$ cat config.mk
export PLATFORM = sky130hd
export DESIGN_NAME = stack_addr_unit
export DESIGN_NICKNAME = d
export VERILOG_FILES = /design/src/design/stack_addr_pkg.sv /design/src/design/stack_addr_unit.sv
export SDC_FILE = /design/constraint.sdc
export NUM_CORES = 1
export LEC_CHECK = 0
export BUFFER_PORTS_ARGS = -buffer_cell sky130_fd_sc_hd__buf_4
export CAP_MARGIN = 25
export CORE_ASPECT_RATIO = 0.9
export CORE_MARGIN = 3
export CORE_UTILIZATION = 45
export DETAILED_ROUTE_END_ITERATION = 7
export PLACE_DENSITY = 0.7
export SETUP_SLACK_MARGIN = 0.4
export SLEW_MARGIN = 20
export SYNTH_ARGS = -nofsm -noshare
export SYNTH_HDL_FRONTEND = slang
export SYNTH_SLANG_ARGS = --single-unit
$ cat constraint.sdc
create_clock -name sys_clk -period 2.58 [get_ports sys_clk]
set_input_delay 0.129 -clock sys_clk [delete_from_list [all_inputs] [get_ports sys_clk]]
set_output_delay 0.129 -clock sys_clk [all_outputs]
set_load 0.05 [all_outputs]
$ cat src/design/stack_addr_pkg.sv
package stack_addr_pkg;
  // Register offsets in the special register space
  localparam logic [7:0]  PTR_LOW_OFFSET   = 8'h81;
  localparam logic [7:0]  PTR_EXT_OFFSET   = 8'hef;
  localparam logic [7:0]  AUX2_OFFSET      = 8'ha2;
  // Reset values
  localparam logic [7:0]  PTR_LOW_RESET    = 8'h07;
  localparam logic [2:0]  PTR_EXT_RESET    = 3'h0;
  localparam logic        EXT_SEL_RESET    = 1'b0;
  // Field layout
  localparam int          EXT_SEL_BIT      = 4;
  localparam int          EXT_BITS         = 3;
  localparam int          PTR_BITS         = 11;
  // Extra RAM window for the extended stack, pointer steps and zero byte
  localparam logic [10:0] ERAM_BASE        = 11'h000;
  localparam logic [10:0] ERAM_TOP         = 11'h7ff;
  localparam logic [7:0]  LOW_STEP         = 8'h01;
  localparam logic [10:0] PTR_STEP         = 11'h001;
  localparam logic [7:0]  ZERO_BYTE        = 8'h00;

  typedef enum logic [1:0] {
    ST_IDLE,
    ST_WAIT,
    ST_ACC,
    ST_CAPT
  } stack_state_e;
endpackage : stack_addr_pkg

$ cat src/design/stack_addr_unit.sv
// Decided for this implementation: the address-and-strobe port.
`timescale 1ns/1ns
// Contract
// - With the extended stack off, stack accesses go to the 256-byte scratch memory addressed by the 8-bit pointer only.
// - Setting the extended stack select bit in auxiliary control two moves stack accesses to the extended stack.
// - The extended stack lives in the on-chip extra RAM and may use up to 2KB of it.
// - In extended mode the address is 11 bits: stack pointer low byte plus the three low extension bits.
// - One stack pointer register serves both stack spaces.
// - Stack growth never crosses between the scratch stack and the extended stack.
// - The extension register does not affect addressing while the select bit is 0.
// - With the extended stack on, each stack access takes one extra cycle.
// - Extended stack accesses go only to the on-chip extra RAM, never to external data memory.
// - Extended stack accesses reach the extra RAM even when data access to it is disabled or the nonvolatile map overlays it.
// - The extra RAM holding the extended stack spans 0000H to 07FFH of the data space.
module stack_addr_unit
  import stack_addr_pkg::*;
(
  // Clock and reset
  input  wire logic        sys_clk,
  input  wire logic        srst,
  // Register port
  input  wire logic [7:0]  reg_addr,
  input  wire logic [7:0]  reg_wdata,
  input  wire logic        reg_wr,
  input  wire logic        reg_rd,
  output logic [7:0]       reg_rdata,
  // Core stack requests
  input  wire logic        stk_req,
  input  wire logic        stk_push,
  input  wire logic [7:0]  stk_wdata,
  output logic             stk_ready,
  output logic             stk_done,
  output logic [7:0]       stk_rdata,
  // Internal scratch memory
  output logic [7:0]       scratch_addr,
  output logic             scratch_wr,
  output logic             scratch_rd,
  output logic [7:0]       scratch_wdata,
  input  wire logic [7:0]  scratch_rdata,
  // On-chip extra RAM
  output logic [10:0]      eram_addr,
  output logic             eram_wr,
  output logic             eram_rd,
  output logic [7:0]       eram_wdata,
  input  wire logic [7:0]  eram_rdata
);

  stack_state_e state_reg, state_next;

  logic [7:0]          ptr_low_reg;
  logic [EXT_BITS-1:0] ext_bits_reg;
  logic                ext_sel_reg;
  logic                mode_ext_reg;
  logic                push_reg;
  logic [7:0]          wdata_reg;
  logic [10:0]         op_ptr_reg;
  logic [7:0]          reg_rdata_reg;
  logic [7:0]          stk_rdata_reg;
  logic                stk_done_reg;
  logic [7:0]          scratch_addr_reg;
  logic                scratch_wr_reg;
  logic                scratch_rd_reg;
  logic [10:0]         eram_addr_reg;
  logic                eram_wr_reg;
  logic                eram_rd_reg;
  logic [7:0]          mem_wdata_reg;

  // Decode and pointer arithmetic
  wire                 accept      = stk_req && (state_reg == ST_IDLE);
  wire                 sel_low     = (reg_addr == PTR_LOW_OFFSET);
  wire                 sel_ext     = (reg_addr == PTR_EXT_OFFSET);
  wire                 sel_aux2    = (reg_addr == AUX2_OFFSET);
  wire [10:0]          ptr_full    = {ext_bits_reg, ptr_low_reg};
  wire [7:0]           low_inc     = ptr_low_reg + LOW_STEP;
  wire [7:0]           low_dec     = ptr_low_reg - LOW_STEP;
  wire [10:0]          ptr_inc     = ptr_full + PTR_STEP;
  wire [10:0]          ptr_dec     = ptr_full - PTR_STEP;
  // Scratch mode wraps inside 8 bits and leaves the extension bits alone
  wire [7:0]           low_scr_new = stk_push ? low_inc : low_dec;
  wire [10:0]          ptr_ext_new = stk_push ? ptr_inc : ptr_dec;
  // Push addresses the incremented slot, pop the current one
  wire [7:0]           scr_acc     = stk_push ? low_inc : ptr_low_reg;
  wire [10:0]          ext_acc     = stk_push ? ptr_inc : ptr_full;
  wire [10:0]          acc_ptr     = ext_sel_reg ? ext_acc : {3'h0, scr_acc};
  wire                 enter_acc   = (state_next == ST_ACC) && (state_reg != ST_ACC);
  wire [7:0]           aux2_view   = ZERO_BYTE | (8'(ext_sel_reg) << EXT_SEL_BIT);
  wire [7:0]           ext_view    = {5'h00, ext_bits_reg};
  wire [7:0]           rd_mux      = sel_low  ? ptr_low_reg :
                                     sel_ext  ? ext_view :
                                     sel_aux2 ? aux2_view : ZERO_BYTE;
  wire [7:0]           mem_rdata   = mode_ext_reg ? eram_rdata : scratch_rdata;

  // Extended mode inserts one wait state per access
  always_comb begin
    state_next = state_reg;
    case (state_reg)
      ST_IDLE: begin
        if (accept) begin
          state_next = ext_sel_reg ? ST_WAIT : ST_ACC;
        end
      end
      ST_WAIT: state_next = ST_ACC;
      ST_ACC:  state_next = ST_CAPT;
      ST_CAPT: state_next = ST_IDLE;
      default: state_next = ST_IDLE;
    endcase
  end

  always_ff @(posedge sys_clk) begin
    if (srst) begin
      state_reg <= ST_IDLE;
    end else begin
      state_reg <= state_next;
    end
  end

  // Shared pointer; a stack step beats a software write in the same cycle
  always_ff @(posedge sys_clk) begin
    if (srst) begin
      ptr_low_reg  <= PTR_LOW_RESET;
      ext_bits_reg <= PTR_EXT_RESET;
    end else if (accept && ext_sel_reg) begin
      ptr_low_reg  <= ptr_ext_new[7:0];
      ext_bits_reg <= ptr_ext_new[PTR_BITS-1:8];
    end else if (accept) begin
      ptr_low_reg  <= low_scr_new;
    end else if (reg_wr && sel_low) begin
      ptr_low_reg  <= reg_wdata;
    end else if (reg_wr && sel_ext) begin
      ext_bits_reg <= reg_wdata[EXT_BITS-1:0];
    end
  end

  // Mode bit is latched per access so a mid-access switch cannot split it
  always_ff @(posedge sys_clk) begin
    if (srst) begin
      ext_sel_reg <= EXT_SEL_RESET;
    end else if (reg_wr && sel_aux2) begin
      ext_sel_reg <= reg_wdata[EXT_SEL_BIT];
    end
  end

  always_ff @(posedge sys_clk) begin
    if (srst) begin
      mode_ext_reg <= 1'b0;
      push_reg     <= 1'b0;
      wdata_reg    <= ZERO_BYTE;
      op_ptr_reg   <= ERAM_BASE;
    end else if (accept) begin
      mode_ext_reg <= ext_sel_reg;
      push_reg     <= stk_push;
      wdata_reg    <= stk_wdata;
      op_ptr_reg   <= acc_ptr;
    end
  end

  // Memory strobes stand for the one access cycle only
  always_ff @(posedge sys_clk) begin
    if (srst) begin
      scratch_addr_reg <= ZERO_BYTE;
      scratch_wr_reg   <= 1'b0;
      scratch_rd_reg   <= 1'b0;
      eram_addr_reg    <= ERAM_BASE;
      eram_wr_reg      <= 1'b0;
      eram_rd_reg      <= 1'b0;
      mem_wdata_reg    <= ZERO_BYTE;
    end else begin
      scratch_wr_reg <= 1'b0;
      scratch_rd_reg <= 1'b0;
      eram_wr_reg    <= 1'b0;
      eram_rd_reg    <= 1'b0;
      if (enter_acc) begin
        mem_wdata_reg <= accept ? stk_wdata : wdata_reg;
        if (accept) begin
          scratch_addr_reg <= acc_ptr[7:0];
          scratch_wr_reg   <= stk_push;
          scratch_rd_reg   <= !stk_push;
        end else begin
          // Extra RAM is driven regardless of data-side disable or overlay
          eram_addr_reg <= ERAM_BASE + op_ptr_reg;
          eram_wr_reg   <= push_reg;
          eram_rd_reg   <= !push_reg;
        end
      end
    end
  end

  always_ff @(posedge sys_clk) begin
    if (srst) begin
      stk_rdata_reg <= ZERO_BYTE;
      stk_done_reg  <= 1'b0;
    end else begin
      stk_done_reg <= (state_reg == ST_CAPT);
      if ((state_reg == ST_CAPT) && !push_reg) begin
        stk_rdata_reg <= mem_rdata;
      end
    end
  end

  // Read data stand only in the cycle after the strobe
  always_ff @(posedge sys_clk) begin
    if (srst) begin
      reg_rdata_reg <= ZERO_BYTE;
    end else begin
      reg_rdata_reg <= reg_rd ? rd_mux : ZERO_BYTE;
    end
  end

  assign reg_rdata     = reg_rdata_reg;
  assign stk_ready     = (state_reg == ST_IDLE);
  assign stk_done      = stk_done_reg;
  assign stk_rdata     = stk_rdata_reg;
  assign scratch_addr  = scratch_addr_reg;
  assign scratch_wr    = scratch_wr_reg;
  assign scratch_rd    = scratch_rd_reg;
  assign scratch_wdata = mem_wdata_reg;
  assign eram_addr     = eram_addr_reg;
  assign eram_wr       = eram_wr_reg;
  assign eram_rd       = eram_rd_reg;
  assign eram_wdata    = mem_wdata_reg;
endmodule : stack_addr_unit

# --- After elaboration in Yosys (flattened, before gate mapping) ---
# Index checks and enable logic that the tools add are counted.
classes:
  mul: 0
  reduce_logical: 18
  shifts: 0
  add_sub_neg: 4
  div_mod_pow: 0
  n_lt_le_gt_ge: 0
  bitwise_logic: 3
  n_mux: 20
  eq_ne: 10
ops:
  columns: ["operator", "n"]
  rows:
  - ["$mux W8", 8]
  - ["$mux W11", 3]
  - ["$eq A8 B8 Y1 const B", 3]
  - ["$mux W3", 4]
  - ["$add A11 B1 Y11 const B", 1]
  - ["$sub A11 B1 Y11 const B", 1]
  - ["$mux W5", 2]
  - ["$add A8 B1 Y8 const B", 1]
  - ["$pmux W2 S4", 1]
  - ["$sub A8 B1 Y8 const B", 1]
  - ["$logic_and A1 B1 Y1", 7]
  - ["$eq A2 B2 Y1 const B", 3]
  - ["$reduce_or A3 Y1", 2]
  - ["$mux W2", 2]
  - ["$ne A2 B2 Y1 const B", 2]
  - ["$reduce_and A2 Y1", 2]
  - ["$not A1 Y1", 3]
  - ["$reduce_and A3 Y1", 1]
  - ["$reduce_bool A3 Y1", 1]
  - ["$eq A2 B1 Y1 const B", 1]
  - ["$logic_not A1 Y1", 2]
  - ["$logic_not A2 Y1", 1]
  - ["$ne A2 B1 Y1 const B", 1]
  - ["$reduce_bool A2 Y1", 1]
  - ["$reduce_or A2 Y1", 1]
word_totals:
  mem_bits_ro: 0
  latchBits: 0
  ram_bits: 0
  register_bits: 83
  mem_count: 0
  output_inout_bits: 57

# --- Longest topological paths before layout ---
logic_depth:
  ltp_word: 8
  depth_mapped: 8

# --- Worst setup path before layout ---
# No wires, ideal clock.
synth_timing:
  kind: "register to register"
  startpoint: "register state_reg[0]"
  endpoint: "register ext_bits_reg[1]"
  setup_time_ps: 74
  arrival_ps: 2094
  stages_incl_launch_ff: 8
  n_path_buf: 1
  path_slack_ps: 412
  cell_sequence: "dfxtp_1 > inv_1 > ha_1 > and2_1 > buf_2 > nor4_4 > mux2_2 > a31oi_1"
synth_between:
  elab_chain_cells: 5
  elab_cells_between_ends: 8
synth_rtl:
  columns: ["element", "line", "rtl"]
  rows:
  - ["from (decl)", "stack_addr_unit.sv:48", "stack_state_e state_reg, state_next;"]
  - ["from (signal assigned)", "stack_addr_unit.sv:113", "state_reg <= state_next;"]
  - ["$logic_not A2 Y1 (*)", null, null]
  - ["net stk_ready", "stack_addr_unit.sv:31", "output logic stk_ready,"]
  - ["$logic_and A1 B1 Y1 (*)", "stack_addr_unit.sv:69", "wire accept = stk_req && (state_reg == ST_IDLE);"]
  - ["$logic_and A1 B1 Y1", "stack_addr_unit.sv:122", "end else if (accept && ext_sel_reg) begin"]
  - ["$ne A2 B2 Y1 (no source line), or another cell as far along", null, null]
  - ["$reduce_and A3 Y1 (no source line)", null, null]
  - ["to (signal assigned)", "stack_addr_unit.sv:124", "ext_bits_reg <= ptr_ext_new[PTR_BITS-1:8];"]
  - ["to (signal assigned)", "stack_addr_unit.sv:130", "ext_bits_reg <= reg_wdata[EXT_BITS-1:0];"]
  - ["to (decl)", "stack_addr_unit.sv:51", "logic [EXT_BITS-1:0] ext_bits_reg;"]
# The timed path passes the listed nets; every way through them passes the cells marked *.
# A chain may end at the register's enable or synchronous reset.

# --- Worst setup path in the final report ---
layout_timing:
  startpoint: "register state_reg[0]"
  endpoint: "register ext_bits_reg[1]"
layout_between:
  elab_chain_cells: 5
  elab_cells_between_ends: 8
layout_rtl:
  columns: ["element", "line"]
  rows:
  - ["$logic_not A2 Y1 (*)", "stack_addr_unit.sv:69"]
  - ["$logic_and A1 B1 Y1 (*)", "stack_addr_unit.sv:69"]
  - ["$logic_and A1 B1 Y1", "stack_addr_unit.sv:122"]
  - ["$ne A2 B2 Y1 (no source line), or another cell as far along", null]
  - ["$reduce_and A3 Y1 (no source line)", null]
# Mark *: on every way between the ends. The rest lies on a longest branch, timed or not.

==> metrics list <==
* Result of the run: finished, final reports clean
- In the global route stage, met1 resource usage came out at 0.2605.
- Total I/O pin count: 103
- Worst r2r path cells: 6
* Overall track demand over capacity in global routing: 0.1931
* Routing layer with the top usage in global route: met2
- Ant diodes: 0
* Height of the chip: 94.69 um
* Placed cell count: 625
- In the global route stage, met3 resource usage came out at 0.05468.
- The initial utilization of the core area, before any placement, comes to 0.4760.
- Die Area: 9898 um2
- The analysis attributes to cell leakage a power of 1.946 nW.
- Cell type contributing the most total cell area after synthesis: sky130_fd_sc_hd__dfxtp_1
- Hold violation total from the final report: 0
- Period minus WS final: 2078 ps
* Tightest Pin Transition: 613.6 ps
* Synthesized flop and latch total: 83
- Max-cap violations in this run came to 0.
- Hold Path Stages: 3
* Overall via count from detail_route: 3,416
- Across the VDD grid, the largest voltage drop is 0.7119 mV.
- Cell area after synthesis: 3933 um2
* Initial antenna violation count: 0
- Maximum clock frequency: 481.3 MHz
- Number of remaining DRC errors: 0
- Root buffer cell: sky130_fd_sc_hd__clkbuf_8
- The netlist uses 62 different library cells.
- Traced cell by cell, the critical path runs through inv_1 -> ha_1 -> and2_2 -> nor4_4 -> mux2_2 -> a31oi_1.
- Setup violations remaining at the end of the flow were counted as 0.
- Summed over all layers, the global routing overflow is 0.
* Fraction of layout instances using a drive strength above 1: 0.2928
- No sink is reached through more buffers than the 2 on the longest clock path.
* Routed wire length: 9500 um
- Number of fill cells: 791
- Summing all flip-flop and latch instances after layout gives 1662 um2.
- The count of nets left with antenna violations once routing finished came out at 0.
- Setup slack on the worst flop-to-flop path: 500 ps
- In this run the post-CTS setup repair buffer count came out at 0.
* Required time worst endpoint: 2860 ps
- Buf/Inv on CP: 1
* Post-synth EDFFs: 0
* Setup TNS: 0 ps
- The path class of the tightest hold or removal check is in2reg.
* Worst Setup Path Type: reg2reg
- Post-Layout Cell Count: 641
- The design draws 0.004526 W.
- Leading cell type by number of instances after synthesis: sky130_fd_sc_hd__dfxtp_1
- Tcrit/Tclk final: 0.8054
- Synthesized instance count: 440
- On the critical path the largest part of the delay comes from simple AND/OR/NAND/NOR gates.
- After the first detailed-routing iteration, the DRC count stood at 172.
* Critical R2R Capture: ext_bits_reg[1]
- Met2 routing resource usage after global routing: 0.3048
* Leading post-synthesis cells by instance count: sky130_fd_sc_hd__dfxtp_1 (83), sky130_fd_sc_hd__nand2_1 (59), sky130_fd_sc_hd__nor2_1 (31)
* RSZ-0062 raised after global routing: true
- Number of global-route vias before repair: 3,153
- The worst hold path terminates at wdata_reg[2].
* Number of pins exceeding their max-slew limit in the final report: 0
- Gpl congestion: 0.9040
- STA classifies the critical path startpoint as a flip-flop.
- Floorplan Core Area: 8262 um2
* Post-synthesis sequential area ratio: 0.4225
- Top fanout value on the critical path: 10
- The floorplan step set the die width to 104.5 um.
- Yosys warns: 0
- Slowest-stage cell, CP: sky130_fd_sc_hd__dfxtp_1
* Clock slew seen by the registers of the worst setup and hold paths: 90 ps
- In the post-route analysis, the smallest setup slack over all paths is 502.2 ps.
- Average wire per standard cell: 14.82 um
- Timing analysis after detailed placement gives a worst setup slack of 409.5 ps.
- Summing all multi-input logic gate instances after layout gives 2019 um2.
- The clock arrives with 6.770 ps of skew.
- For this design the ratio of total power to cell area is 932.2 nW/um2.
* Maximum number of pins on one net before global-route repair: 57
* Synthesized area divided by synthesized cell count: 8.938 um2
* Number of buffers created by CTS: 9
* # nets final: 575
- Number of core rows: 31
- Final hold analysis gives a worst-case slack of 40.06 ps.
* Post-synthesis async set-or-reset flop share: 0
* Top_reg_cell synth: sky130_fd_sc_hd__dfxtp_1
- Kind of end point of the critical path: flip-flop
* Largest cells by area after synthesis: sky130_fd_sc_hd__dfxtp_1 (42%), sky130_fd_sc_hd__nand2_1 (5.6%), sky130_fd_sc_hd__mux2i_1 (5.6%)
- The count of buffers added on input and output ports is 102.
- TritonCTS built the clock tree.
- Worst rel slew slack: 0.5898
- Worst reg2reg path startpoint: state_reg[0]
- 1st-pass router iterations: 4
- Clock latency on the worst-skew pair, taken at its later pin, is 340 ps.
- DP HPWL: 6888 um
- Synth top area share: 0.4225
* H-tree depth reported by CTS: 3
- Layout overhead on the synthesized area: 23.48%
- Worst endpoint data arrival time: 2350 ps
- Buffers inserted to repair hold after CTS numbered 0.
- Global-route wire length before repair: 15,640 um
* TritonCTS Sinks: 83
* Number of nets in the synthesized netlist: 494
- In the routed layout, each cell is associated on average with a via count of 5.329.
* Start point of the worst hold path: stk_wdata[2]
- Largest stage delay on the critical path: 380 ps
how the worst max path moves through the flow:
stage                 start               to  depth (start not counted)
4_1_cts        state_reg[0]  ext_bits_reg[1]                          6
5_1_grt        state_reg[0]    eram_wdata[3]                          7
2_1_floorplan  state_reg[0]  ext_bits_reg[1]                          7
6_report       state_reg[0]  ext_bits_reg[1]                          6
3_5_place_dp   state_reg[0]    eram_wdata[7]                          6
3_3_place_gp   state_reg[0]    eram_wdata[6]                          6
where the power goes:
group / internal, W / switching (W) / leakage (nW) / total, W
Combinational: 0.000693 / 0.00132 / 1.18 / 0.00201
Sequential: 0.00150 / 0.000169 / 0.675 / 0.00167
Clock: 0.000356 / 0.000484 / 0.0864 / 0.000840
Total: 0.00255 / 0.00197 / 1.95 / 0.00453
worst reg2reg max path: stages, from the launching register on:
cell and delay, ps:
sky130_fd_sc_hd__dfxtp_1 380, sky130_fd_sc_hd__inv_1 90, sky130_fd_sc_hd__ha_1 310, sky130_fd_sc_hd__and2_2 320, sky130_fd_sc_hd__nor4_4 370, sky130_fd_sc_hd__mux2_2 380, sky130_fd_sc_hd__a31oi_1 160
cells by family (layout without fill, tap and decap cells):
family | Yosys count | in the layout | synth area share
DFF | 83 | 83 | 0.4225
adders and majority gates | 8 | 8 | 0.02545
buffers and inverters | 49 | 135 | 0.06745
AOI/OAI and AO/OA | 84 | 84 | 0.1464
muxes | 32 | 32 | 0.08463
and+or+nand+nor | 175 | 175 | 0.2335
xor gates and xnor gates | 9 | 9 | 0.02005
routing by layer:
metal,wire length [um],vias to the layer above
met1,4319,1592
li1,-,1716
met5,0,-
met4,66,0
met2,4401,104
met3,712,4
layout make-up:
class,instances,area share
repair buffers,109,0.1685
flip-flops and latches,83,0.3422
multi-input cells,308,0.4159
clock inverters,7,0.01056
well taps,115,0.02963
inverters,10,0.007730
clock buffers,9,0.02551
metrics by stage:
stage,instance area [um2],utilization
final,4856,0.5878
after global routing,4856,0.5878
after CTS,4852,0.5873
after detailed placement,4672,0.5655
after global placement,4672,0.5655
after floorplan,3933,-
cells in the final DEF, fill, tap and decap left out, types with 4 or more instances in the layout:
| cell type | n |
|---|---|
| sky130_fd_sc_hd__nor2_1 | 31 |
| sky130_fd_sc_hd__a21oi_1 | 17 |
| sky130_fd_sc_hd__mux2i_1 | 22 |
| sky130_fd_sc_hd__ha_1 | 8 |
| sky130_fd_sc_hd__inv_1 | 9 |
| sky130_fd_sc_hd__clkbuf_8 | 9 |
| sky130_fd_sc_hd__a211oi_1 | 17 |
| sky130_fd_sc_hd__and3_1 | 6 |
| sky130_fd_sc_hd__o21ai_0 | 13 |
| sky130_fd_sc_hd__and2_1 | 5 |
| sky130_fd_sc_hd__xnor2_1 | 6 |
| sky130_fd_sc_hd__nor4_1 | 4 |
| sky130_fd_sc_hd__nand3_1 | 12 |
| sky130_fd_sc_hd__nand2_1 | 58 |
| sky130_fd_sc_hd__a31oi_1 | 10 |
| sky130_fd_sc_hd__nor3_1 | 13 |
| sky130_fd_sc_hd__buf_4 | 109 |
| sky130_fd_sc_hd__mux2_2 | 10 |
| sky130_fd_sc_hd__nor2b_1 | 13 |
| sky130_fd_sc_hd__dfxtp_1 | 83 |
timing repair:
| item | CTS | global route |
|---|---|---|
| pin swaps | 0 | 0 |
| resized for setup | 1 | 2 |
| cloned | 0 | 0 |
| endpoints found under the setup margin | 3 | 21 |
(Power assumes the default switching activity.)
